`config.mk`:
```
export PLATFORM = sky130hd
export DESIGN_NAME = sif_ctl
export DESIGN_NICKNAME = d
export VERILOG_FILES = /design/src/hdl/sif_pkg.sv /design/src/hdl/sif_flag_if.sv /design/src/hdl/sif_ctl.sv /design/src/hdl/sif_flag_bank.sv
export SDC_FILE = /design/constraint.sdc
export NUM_CORES = 1
export LEC_CHECK = 0
export ABC_AREA = 0
export BUFFER_PORTS_ARGS = -buffer_cell sky130_fd_sc_hd__clkbuf_2
export CORE_MARGIN = 4
export CORE_UTILIZATION = 51
export DETAILED_ROUTE_END_ITERATION = 8
export HOLD_SLACK_MARGIN = 0.12
export PLACE_DENSITY = 0.85
export SYNTH_ARGS = -nofsm -noshare
export SYNTH_HDL_FRONTEND = slang
export SYNTH_HIERARCHICAL = 1
export SYNTH_SLANG_ARGS = --single-unit
```
`constraint.sdc`:
```
create_clock -name pclk -period 4.7 [get_ports pclk]
set_input_delay 0 -clock pclk [delete_from_list [all_inputs] [get_ports pclk]]
set_output_delay 0 -clock pclk [all_outputs]
set_load 0.01 [all_outputs]
```
`src/hdl/sif_pkg.sv`:
```
// Constants shared by the scan interface control block and its flag bank.
// Assumes a 32-bit APB register bus; registers hold 16 bits in the low lanes.
package sif_pkg;

  // ****************************************
  // Register map
  // ****************************************
  localparam logic [7:0] ADDR_CTL_ONE = 8'h00;
  localparam logic [7:0] ADDR_CTL_TWO = 8'h04;
  localparam int REG_W = 16;
  localparam logic [15:0] CTL_ONE_RST = 16'h0000;
  localparam logic [15:0] CTL_TWO_RST = 16'h0000;

  // ****************************************
  // Control register one fields
  // ****************************************
  localparam int NUM_FLAGS = 7;
  localparam int POS_EN = 0;
  localparam int POS_TEST_INS = 1;
  localparam int POS_FLAG_LO = 2;
  localparam int POS_FLAG_HI = 8;
  localparam int POS_IE_LO = 9;
  localparam int POS_IE_HI = 15;
  localparam int FLAG_OUT_COND = 0;
  localparam int FLAG_STOP_EDGE = 1;
  localparam int FLAG_SEQ_START = 2;

  // ****************************************
  // Control register two fields
  // ****************************************
  localparam int POS_DAC_ON = 15;
  localparam int POS_CMP_ON = 14;
  localparam int POS_CMP_INV = 13;
  localparam int POS_GROUP = 12;
  localparam int POS_DEDICATED = 11;
  localparam int POS_AUX3 = 10;
  localparam int POS_GND_SEL = 9;
  localparam int POS_MID_V = 8;
  localparam int POS_SH = 7;
  localparam int POS_EXC = 6;
  localparam int POS_TCH1_HI = 5;
  localparam int POS_TCH1_LO = 4;
  localparam int POS_TCH0_HI = 3;
  localparam int POS_TCH0_LO = 2;
  localparam int POS_TCH1_RES = 1;
  localparam int POS_TCH0_RES = 0;
  localparam logic [1:0] AUX_THREE = 2'h3;

  // Comparator source groups
  typedef enum logic [1:0] {
    SIF_SRC_SENSOR,
    SIF_SRC_AUX,
    SIF_SRC_COMMON
  } sif_src_e;

endpackage

```
`src/hdl/sif_flag_if.sv`:
```
// Carrier between the control register block and the sticky flag bank.
// Assumes both ends share pclk.
interface sif_flag_if #(parameter int N = 7);
  logic [N-1:0] set;
  logic wr;
  logic [N-1:0] wdata;
  logic [N-1:0] flags;
  modport ctl (output set, output wr, output wdata, input flags);
  modport bank (input set, input wr, input wdata, output flags);
endinterface

```
`src/hdl/sif_ctl.sv`:
```
// Scan interface control and status registers with the front-end steering.
// Assumes an APB master on pclk and a sequencer/front end on the same clock.
module sif_ctl #(
  parameter int NUM_FLAGS = sif_pkg::NUM_FLAGS
) (
  // Clock and reset
  input wire logic pclk,
  input wire logic presetn,
  // APB slave
  input wire logic psel,
  input wire logic penable,
  input wire logic pwrite,
  input wire logic [31:0] paddr,
  input wire logic [31:0] pwdata,
  input wire logic [3:0] pstrb,
  output logic [31:0] prdata,
  output logic pready,
  output logic pslverr,
  // Sequencer events
  input wire logic seq_start_pulse,
  input wire logic sequencer_stop_signal,
  input wire logic test_cycle_done,
  input wire logic [3:0] upper_flag_set,
  input wire logic [3:0] frontend_output_bits,
  input wire logic [2:0] flag_source_select,
  // Sequencer analogue requests
  input wire logic seq_dac_on,
  input wire logic seq_comp_on,
  input wire logic seq_gnd_connect,
  input wire logic [1:0] seq_channel,
  input wire logic test_cycle_active,
  input wire logic test_channel_id,
  // Front end result
  input wire logic comp_raw,
  input wire logic test_result_strobe,
  // Control outputs
  output logic module_enable,
  output logic test_cycle_insert,
  output logic dac_power,
  output logic comp_power,
  output logic comp_result,
  output logic [1:0] comp_src_group,
  output logic [1:0] comp_src_index,
  output logic cap_ground_tied,
  output logic mid_voltage_on,
  output logic sample_hold_on,
  output logic excitation_on,
  output logic flag_irq
);

  initial begin
    if (NUM_FLAGS != sif_pkg::POS_FLAG_HI - sif_pkg::POS_FLAG_LO + 1) begin
      $error("sif_ctl: NUM_FLAGS must match the register layout");
    end
  end

  // ****************************************
  // Declarations
  // ****************************************
  logic [NUM_FLAGS-1:0] irq_en_reg;
  logic enable_reg;
  logic test_ins_reg;
  logic [15:0] ctl_two_reg;
  logic stop_prev_reg;
  logic [3:0] fe_prev_reg;
  logic [NUM_FLAGS-1:0] flag_set;
  logic setup;
  logic wr_access;
  logic hit_one;
  logic hit_two;
  logic lo_lane_wr;
  logic hi_lane_wr;
  logic [15:0] ctl_one_val;
  logic [31:0] rd_next;
  logic cond_bit;
  logic cond_now;
  logic cond_prev;
  logic cond_event;
  logic [1:0] tch_sel;
  logic [1:0] src_group_next;
  logic [1:0] src_index_next;

  sif_flag_if #(.N(NUM_FLAGS)) fbus ();

  sif_flag_bank #(.N(NUM_FLAGS)) u_flags (
    .pclk(pclk),
    .presetn(presetn),
    .fb(fbus.bank)
  );

  // ****************************************
  // APB decode
  // ****************************************
  // Zero wait states: the answer is prepared during setup, so pready
  // is already high in the first access cycle.
  assign setup = psel & ~penable;
  assign wr_access = psel & penable & pwrite & pready;
  assign hit_one = paddr[7:0] == sif_pkg::ADDR_CTL_ONE && paddr[31:8] == 24'h00_0000;
  assign hit_two = paddr[7:0] == sif_pkg::ADDR_CTL_TWO && paddr[31:8] == 24'h00_0000;
  assign lo_lane_wr = wr_access & pstrb[0];
  assign hi_lane_wr = wr_access & pstrb[1];

  always_comb begin
    ctl_one_val = sif_pkg::CTL_ONE_RST;
    ctl_one_val[sif_pkg::POS_EN] = enable_reg;
    ctl_one_val[sif_pkg::POS_TEST_INS] = test_ins_reg;
    ctl_one_val[sif_pkg::POS_FLAG_HI:sif_pkg::POS_FLAG_LO] = fbus.flags;
    ctl_one_val[sif_pkg::POS_IE_HI:sif_pkg::POS_IE_LO] = irq_en_reg;
  end

  always_comb begin
    rd_next = 32'h0000_0000;
    if (hit_one) begin
      rd_next[15:0] = ctl_one_val;
    end else if (hit_two) begin
      rd_next[15:0] = ctl_two_reg;
    end
  end

  always_ff @(posedge pclk or negedge presetn) begin
    if (!presetn) begin
      pready <= 1'b0;
      pslverr <= 1'b0;
      prdata <= 32'h0000_0000;
    end else begin
      pready <= setup;
      pslverr <= setup & ~(hit_one | hit_two);
      if (setup && !pwrite) begin
        prdata <= rd_next;
      end
    end
  end

  // ****************************************
  // Control register one
  // ****************************************
  // Seven-bit flag field straddles both lanes; it is written whole only when both
  // lanes are strobed, which keeps one write strobe into the flag bank.
  assign fbus.wr = hit_one & lo_lane_wr & hi_lane_wr;
  assign fbus.wdata = pwdata[sif_pkg::POS_FLAG_HI:sif_pkg::POS_FLAG_LO];

  always_ff @(posedge pclk or negedge presetn) begin
    if (!presetn) begin
      enable_reg <= 1'b0;
    end else if (hit_one && lo_lane_wr) begin
      enable_reg <= pwdata[sif_pkg::POS_EN];
    end
  end

  always_ff @(posedge pclk or negedge presetn) begin
    if (!presetn) begin
      irq_en_reg <= '0;
    end else if (hit_one && hi_lane_wr) begin
      irq_en_reg <= pwdata[sif_pkg::POS_IE_HI:sif_pkg::POS_IE_LO];
    end
  end

  // A fresh software request beats the end of the previous test cycle
  always_ff @(posedge pclk or negedge presetn) begin
    if (!presetn) begin
      test_ins_reg <= 1'b0;
    end else if (hit_one && lo_lane_wr) begin
      test_ins_reg <= pwdata[sif_pkg::POS_TEST_INS];
    end else if (test_cycle_done) begin
      test_ins_reg <= 1'b0;
    end
  end

  // ****************************************
  // Event detection
  // ****************************************
  // Source select: bits 2:1 pick the front-end bit, bit 0 picks
  // falling (1) or rising (0) transition.
  assign cond_bit = flag_source_select[0];
  assign cond_now = frontend_output_bits[flag_source_select[2:1]];
  assign cond_prev = fe_prev_reg[flag_source_select[2:1]];
  assign cond_event = cond_bit ? (cond_prev & ~cond_now) : (~cond_prev & cond_now);

  always_ff @(posedge pclk or negedge presetn) begin
    if (!presetn) begin
      stop_prev_reg <= 1'b0;
      fe_prev_reg <= 4'h0;
    end else begin
      stop_prev_reg <= sequencer_stop_signal;
      fe_prev_reg <= frontend_output_bits;
    end
  end

  // Events count only while the interface runs
  always_comb begin
    flag_set = '0;
    flag_set[sif_pkg::FLAG_SEQ_START] = enable_reg & seq_start_pulse;
    flag_set[sif_pkg::FLAG_STOP_EDGE] =
      enable_reg & sequencer_stop_signal & ~stop_prev_reg;
    flag_set[sif_pkg::FLAG_OUT_COND] = enable_reg & cond_event;
    flag_set[NUM_FLAGS-1:sif_pkg::FLAG_SEQ_START+1] = {4{enable_reg}} & upper_flag_set;
  end
  assign fbus.set = flag_set;

  // ****************************************
  // Control register two
  // ****************************************
  // Front-end result bits are hardware-written on the strobe; hardware wins.
  always_ff @(posedge pclk or negedge presetn) begin
    if (!presetn) begin
      ctl_two_reg <= sif_pkg::CTL_TWO_RST;
    end else begin
      if (hit_two && hi_lane_wr) begin
        ctl_two_reg[15:8] <= pwdata[15:8];
      end
      if (hit_two && lo_lane_wr) begin
        ctl_two_reg[7:0] <= pwdata[7:0];
      end
      if (test_result_strobe && test_channel_id) begin
        ctl_two_reg[sif_pkg::POS_TCH1_RES] <=
          comp_raw ^ ctl_two_reg[sif_pkg::POS_CMP_INV];
      end
      if (test_result_strobe && !test_channel_id) begin
        ctl_two_reg[sif_pkg::POS_TCH0_RES] <=
          comp_raw ^ ctl_two_reg[sif_pkg::POS_CMP_INV];
      end
    end
  end

  // ****************************************
  // Comparator source selection
  // ****************************************
  assign tch_sel = test_channel_id ?
    ctl_two_reg[sif_pkg::POS_TCH1_HI:sif_pkg::POS_TCH1_LO] :
    ctl_two_reg[sif_pkg::POS_TCH0_HI:sif_pkg::POS_TCH0_LO];

  always_comb begin
    src_group_next = sif_pkg::SIF_SRC_SENSOR;
    src_index_next = test_cycle_active ? tch_sel : seq_channel;
    if (ctl_two_reg[sif_pkg::POS_GROUP]) begin
      src_group_next = sif_pkg::SIF_SRC_AUX;
      if (ctl_two_reg[sif_pkg::POS_DEDICATED]) begin
        src_group_next = sif_pkg::SIF_SRC_COMMON;
        src_index_next = 2'h0;
      end else if (ctl_two_reg[sif_pkg::POS_AUX3] && !test_cycle_active) begin
        src_index_next = sif_pkg::AUX_THREE;
      end
    end
  end

  // ****************************************
  // Registered analogue controls
  // ****************************************
  // Disabled interface parks the power, bias and test-insert outputs off; the ground tie
  // stays in its safe tied state, and comparator result and source keep following.
  always_ff @(posedge pclk or negedge presetn) begin
    if (!presetn) begin
      module_enable <= 1'b0;
      test_cycle_insert <= 1'b0;
    end else begin
      module_enable <= enable_reg;
      test_cycle_insert <= enable_reg & test_ins_reg;
    end
  end

  // Requests are ORed, so the sequencer cannot switch a forced unit off
  always_ff @(posedge pclk or negedge presetn) begin
    if (!presetn) begin
      dac_power <= 1'b0;
      comp_power <= 1'b0;
    end else begin
      dac_power <= enable_reg & (ctl_two_reg[sif_pkg::POS_DAC_ON] | seq_dac_on);
      comp_power <= enable_reg & (ctl_two_reg[sif_pkg::POS_CMP_ON] | seq_comp_on);
    end
  end

  // Not gated, so software can still watch the comparator while disabled
  always_ff @(posedge pclk or negedge presetn) begin
    if (!presetn) begin
      comp_result <= 1'b0;
    end else begin
      comp_result <= comp_raw ^ ctl_two_reg[sif_pkg::POS_CMP_INV];
    end
  end

  always_ff @(posedge pclk or negedge presetn) begin
    if (!presetn) begin
      comp_src_group <= sif_pkg::SIF_SRC_SENSOR;
      comp_src_index <= 2'h0;
    end else begin
      comp_src_group <= src_group_next;
      comp_src_index <= src_index_next;
    end
  end

  // Resets high: an untied sample capacitor would float
  always_ff @(posedge pclk or negedge presetn) begin
    if (!presetn) begin
      cap_ground_tied <= 1'b1;
    end else begin
      cap_ground_tied <= ~ctl_two_reg[sif_pkg::POS_GND_SEL] | ~enable_reg
        | seq_gnd_connect;
    end
  end

  always_ff @(posedge pclk or negedge presetn) begin
    if (!presetn) begin
      mid_voltage_on <= 1'b0;
      sample_hold_on <= 1'b0;
      excitation_on <= 1'b0;
    end else begin
      mid_voltage_on <= enable_reg & ctl_two_reg[sif_pkg::POS_MID_V]
        & ~ctl_two_reg[sif_pkg::POS_SH];
      sample_hold_on <= enable_reg & ctl_two_reg[sif_pkg::POS_SH];
      excitation_on <= enable_reg & ctl_two_reg[sif_pkg::POS_EXC];
    end
  end

  // Lags the flag by one edge; flags themselves are already registered
  always_ff @(posedge pclk or negedge presetn) begin
    if (!presetn) begin
      flag_irq <= 1'b0;
    end else begin
      flag_irq <= |(fbus.flags & irq_en_reg);
    end
  end

endmodule // sif_ctl

```
`src/hdl/sif_flag_bank.sv`:
```
// Bank of sticky event flags, written directly by software.
// Assumes set pulses and write strobes are synchronous to pclk.
module sif_flag_bank #(
  parameter int N = 7
) (
  // Clock and reset
  input wire logic pclk,
  input wire logic presetn,
  // Flag carrier
  sif_flag_if.bank fb
);

  initial begin
    if (N < 1 || N > 16) begin
      $error("sif_flag_bank: N out of range");
    end
  end

  // ****************************************
  // Per-flag storage
  // ****************************************
  // Set beats a same-cycle software clear so no event is lost
  for (genvar i = 0; i < N; i++) begin : g_flag
    always_ff @(posedge pclk or negedge presetn) begin
      if (!presetn) begin
        fb.flags[i] <= 1'b0;
      end else if (fb.set[i]) begin
        fb.flags[i] <= 1'b1;
      end else if (fb.wr) begin
        fb.flags[i] <= fb.wdata[i];
      end
    end
  end

endmodule // sif_flag_bank

```
**Word-level counts from Yosys, hierarchy flattened**

Cells that the tools add are included.

- Register bits after elaboration: 69
- Bits in latches: 0
- RAM bits: 0
- Memory bits (read-only): 0
- Bits of input ports: 96
- Output and inout bits: 48
- Logic and storage cells: 130
- Memories kept: 0

- $add $sub $neg: 0
- Multipliers: 0
- Divide/modulo/power cells: 0
- Magnitude comparators: 1
- Equality and inequality tests: 1
- Shift operators: 0
- Muxes and demuxes: 33
- Bitwise operators: 38
- Reductions and logical operators: 26

Operator list:

| cell | number |
|---|---|
| 16-bit 2-to-1 mux | 2 |
| 24-bit logical NOT | 1 |
| 1-bit AND | 22 |
| 1-bit 2-to-1 mux | 21 |
| 2-bit nonzero test | 10 |
| 2-bit 2-to-1 mux | 8 |
| 1-bit logical AND | 10 |
| 8-bit by 3-bit equality test with 1-bit output (second input constant) | 1 |
| 8-bit logical NOT | 1 |
| 1-bit inverter | 8 |
| 7-bit AND | 1 |
| 7-bit OR reduction | 1 |
| 1-bit OR | 5 |
| 4-bit AND | 1 |
| 1-bit binary-select mux with 2-bit select | 2 |
| 1-bit logical NOT | 3 |
| 2-bit by 3-bit less-than comparator with 1-bit output (second input constant) | 1 |
| 1-bit bitwise XOR | 1 |

**Longest topological paths before layout**

- Depth in word-level cells: 8
- Mapped depth: 8
- Mapped depth without buffers: 6

**Modules after synthesis**

The synthesis kept the hierarchy.

By module, submodules not included:

| module | times used | cells each | area an instance (µm²) | seq. area each (µm²) |
|---|---|---|---|---|
| sif_ctl | 1 | 229 | 2957.8 | 1552.7 |
| sif_flag_bank | 1 | 22 | 296.5 | 175.2 |

**Worst setup path before layout**

OpenSTA, ideal clock, no wires.

- Path type: input to register
- Start: in paddr[25]
- End: reg u_flags.fb.flags[3]
- Library setup time: 0.124 ns
- Arrival: 2.051 ns
- Data required time: 4.576 ns
- Path slack: 2.525 ns
- Cell stages on the path: 8
- Buffers on the path: 2
- Cells stage by stage: nor4_2 nand4_4 or2_1 buf_2 nor4_1 buf_6 nor2b_2 a211o_1

- Longest elaborated chain between the ends: 5

RTL lines:

| item | RTL line | RTL |
|---|---|---|
| start, declared | sif_ctl.sv:13 | `input wire logic [31:0] paddr,` |
| 24-bit logical NOT | sif_ctl.sv:98 | `assign hit_one = paddr[7:0] == sif_pkg::ADDR_CTL_ONE && paddr[31:8] == 24'h00_0000;` |
| 1-bit logical AND | sif_ctl.sv:98 |  |
| 1-bit AND (2 in series) | sif_ctl.sv:139 | `assign fbus.wr = hit_one & lo_lane_wr & hi_lane_wr;` |
| net fbus.wr | sif_flag_if.sv:5 | `logic wr;` |
| 2-bit nonzero test (no source line) | -- |  |
| end signal, assigned by index | sif_flag_bank.sv:30 | `fb.flags[i] <= fb.wdata[i];` |
| end, declared | sif_flag_if.sv:9 | `modport bank (input set, input wr, input wdata, output flags);` |

The timed path passes the listed nets, and every way through them passes these cells.
A chain may end at the register's enable or synchronous reset.

**Worst setup path after layout**

- Start: in paddr[29]
- End: reg u_flags.fb.flags[5]

The elaborated chain is that of the path after synthesis.

==> results.txt <==
worst hold path depth - 4
data required time at the worst endpoint - 4930 ps
synthesized instance count - 251
simple-gate portion of the synthesized area - 16.2%
minimum period implied by the final worst setup slack - 2540 ps
Top FF cell, synth - dfrtp_1
adder and majority cell fraction of the synthesized area - 0%
clock tree from TritonCTS - built
clock insertion delay at the later pin of the skew report - 340 ps
Routed Antenna Nets - 0
cell type group with the largest total delay on the critical path - simple AND/OR/NAND/NOR gates
Synth Area in XOR/XNOR - 0.269%
routability congestion estimate - 0.839
Num CTS Buffers - 9
Crit. End Element - register
via count - 2512
post-synthesis instance area - 3250 um^2
static leakage power - 0.00232 uW
initial antenna violation count - 0
library cells used by synthesis - 40
pwr/cell area - 297 nW/um^2
type of the setup path with the least slack - in -> reg
type of origin of the critical path - primary input
Routed Wire Length - 7950 um
number of nets in the layout - 497
mean cell area of the mapped netlist - 13.0 um^2
number of diodes - 0
Die Y - 87.9 um
ordered list of cells on the worst path - clkbuf_2, nor4_2, nand4_4, or2_1, nor4_2, buf_4, nor2b_1, a211o_1, dlygate4sd3_1
Hold Violations, Final - 0
max-cap violation count - 0
utilization after layout - 73.4%
top fanout value on the critical path - 18
status - completed
class of the tightest hold or removal check - in -> reg
number of H-tree levels - 3
number of fill cells in the layout - 423
Longest Clk Path Bufs - 2
sequential cell area fraction in the yosys report - 53.1%
remaining global-route overflow - 0
worst clock skew - 8.97 ps
number of violations reported at the end of detailed-routing iteration 0 - 157
fmax - 0.394 GHz
global router's overall resource usage - 22.3%
Bufs and invs on worst path - 3
setup repair after global routing missed its margin - false
number of global-route vias before repair - 2633
share of layout cells above drive strength 1 - 41.4%
register clock-pin slew on the reported worst setup and hold paths - 80 ps
critical path depth in cells - 9
Max stage delay on crit path - 560 ps
Post-synth ARST share - 100%
width of the die - 87.9 um
signal arrival time at the worst endpoint - 2770 ps
Final HPWL DP - 5660 um
Avg Vias per Cell - 5.22
transition time at the pin with the least slew margin - 1180 ps
Compound-Gate Fraction of Synth Area - 9.42%
dominant combinational cell family by area after synthesis - simple AND/OR/NAND/NOR gates
count of buffers inserted at the top-level ports - 109
die outline area - 7720 um^2
DRC violation count after routing - 0
R2R depth - 7
relative slew slack - 21.4%
maximum vdd ir drop - 0.000206 V
number of placed I/O pins - 144
FF+latch count, synth - 69
maximum number of pins on one net before global-route repair - 70
first-pass GRT wire length - 12900 um
starting density of the core - 53.7%
number of sinks driven by the clock tree - 69
clk root buf - clkbuf_8
Core Rows - 28
share of cell area taken by muxes after synthesis - 15.7%
total of warnings raised by yosys - 6
total setup violations reported at the end of the flow - 0
worst-path cell with the longest stage delay - dlygate4sd3_1
EDFF count, synth - 0
core outline area - 6060 um^2
Max Slew Vio Count - 0
wire per inst - 16.5 um
Setup TNS - 0 ps
fin crit share - 54.0%
First-pass DRT Iterations - 5
cell mode on critical path - nor4_2
Syn-to-layout area delta - 36.8%
==> worst register-to-register path: stages (launching register included) <==
cell           delay [ps]
dfrtp_1               350
and4_1                280
nand2_1               150
nor4_2                270
buf_4                 260
nor2b_1                70
a211o_1               270
dlygate4sd3_1         560
==> through the flow <==
stage | total power [uW] | cells | cell area, um^2 | setup slack [ps] | hold WS (ps)
5_1_grt | 1370 | 481 | 4450 | 2000 | 177
3_5_place_dp | 706 | 426 | 3800 | 2360 | 126
3_3_place_gp | 703 | 426 | 3800 | 2450 | 122
4_1_cts | 1330 | 481 | 4450 | 2180 | 143
6_report | 1320 | 481 | 4450 | 2160 | 159
2_1_floorplan | 657 | 266 | 3310 | 2530 | -296
==> what timing repair did <==
item | in CTS | in global routing
hold endpoints to repair | 113 | 0
hold buffers | 39 | 0
gates resized for setup | 0 | 0
setup buffers | 0 | 0
==> logic make-up after synthesis <==
logic type,count (synthesis)
AND/OR/NAND/NOR,72
XOR/XNOR,1
flip-flops,69
AO/OA/AOI/OAI,39
other,1
multiplexers,43
buffers and inverters,26
==> cell usage in the layout (no fill, tap or decap), types with 3 or more instances in the layout <==
| cell type | instances |
|---|---|
| dlygate4sd3_1 | 39 |
| nand2_1 | 23 |
| mux2_4 | 7 |
| nor2b_1 | 8 |
| a211o_1 | 7 |
| nor4_2 | 4 |
| nor4_4 | 5 |
| nand3_1 | 3 |
| o31ai_1 | 18 |
| a211oi_1 | 4 |
| nor2_1 | 4 |
| conb_1 | 16 |
| dfrtp_1 | 68 |
| bufinv_16 | 3 |
| mux2_2 | 16 |
| mux2i_1 | 18 |
| clkbuf_8 | 11 |
| clkbuf_2 | 108 |
| and2_1 | 10 |
==> cell usage after synthesis (all sizes together), types with 4 or more instances <==
cell,instances,area (um^2)
a211o,7,61.3
mux2,23,285
buf,22,154
mux2i,18,180
clkbuf,4,15.0
nor2b,10,67.6
o31ai,18,135
nor4,10,156
nand2,23,86.3
dfrtp,68,1700
nor2,4,15.0
and2,10,62.6
a211oi,4,30.0
==> cell type report <==
| cell class | count | area (um^2) | area share, % |
|---|---|---|---|
| flip-flops and latches | 69 | 1730 | 38.8 |
| multi-input cells | 171 | 1420 | 31.9 |
| repair buffers | 150 | 951 | 21.4 |
| clock buffers | 11 | 151 | 3.40 |
| clock inverters | 5 | 106 | 2.39 |
| well taps | 75 | 93.8 | 2.11 |
==> metal layers <==
layer  routed length [um]  part of all wire, %  up-vias  global-route usage (%)
met5                    0                    0        -                       0
met4                  173                  2.2        0                    9.34
met3                  471                  5.9       15                    4.14
met2                 4100                   52       87                    38.2
met1                 3210                   40     1226                    27.6
li1                     -                    -     1184                       -
==> power by group <==
| part | internal, uW | total, uW | switching (uW) |
|---|---|---|---|
| clock network | 382 | 605 | 223 |
| registers | 600 | 603 | 2.48 |
| logic | 56.8 | 114 | 57.3 |
| total | 1040 | 1320 | 283 |
==> worst paths after layout <==
check | start | end | slack (ps)
worst min-delay path | pstrb[0] | ctl_two_reg[0] | 160
worst max-delay path | paddr[29] | u_flags/fb.flags[5] | 2160
worst min register to register | ctl_two_reg[9] | cap_ground_tied | 470
worst max register to register | pready | u_flags/fb.flags[5] | 2370
min in group asynchronous | presetn | ctl_two_reg[0] | 380
max in group asynchronous | presetn | ctl_two_reg[1] | 3780
Power figures use the tool's default switching activity.
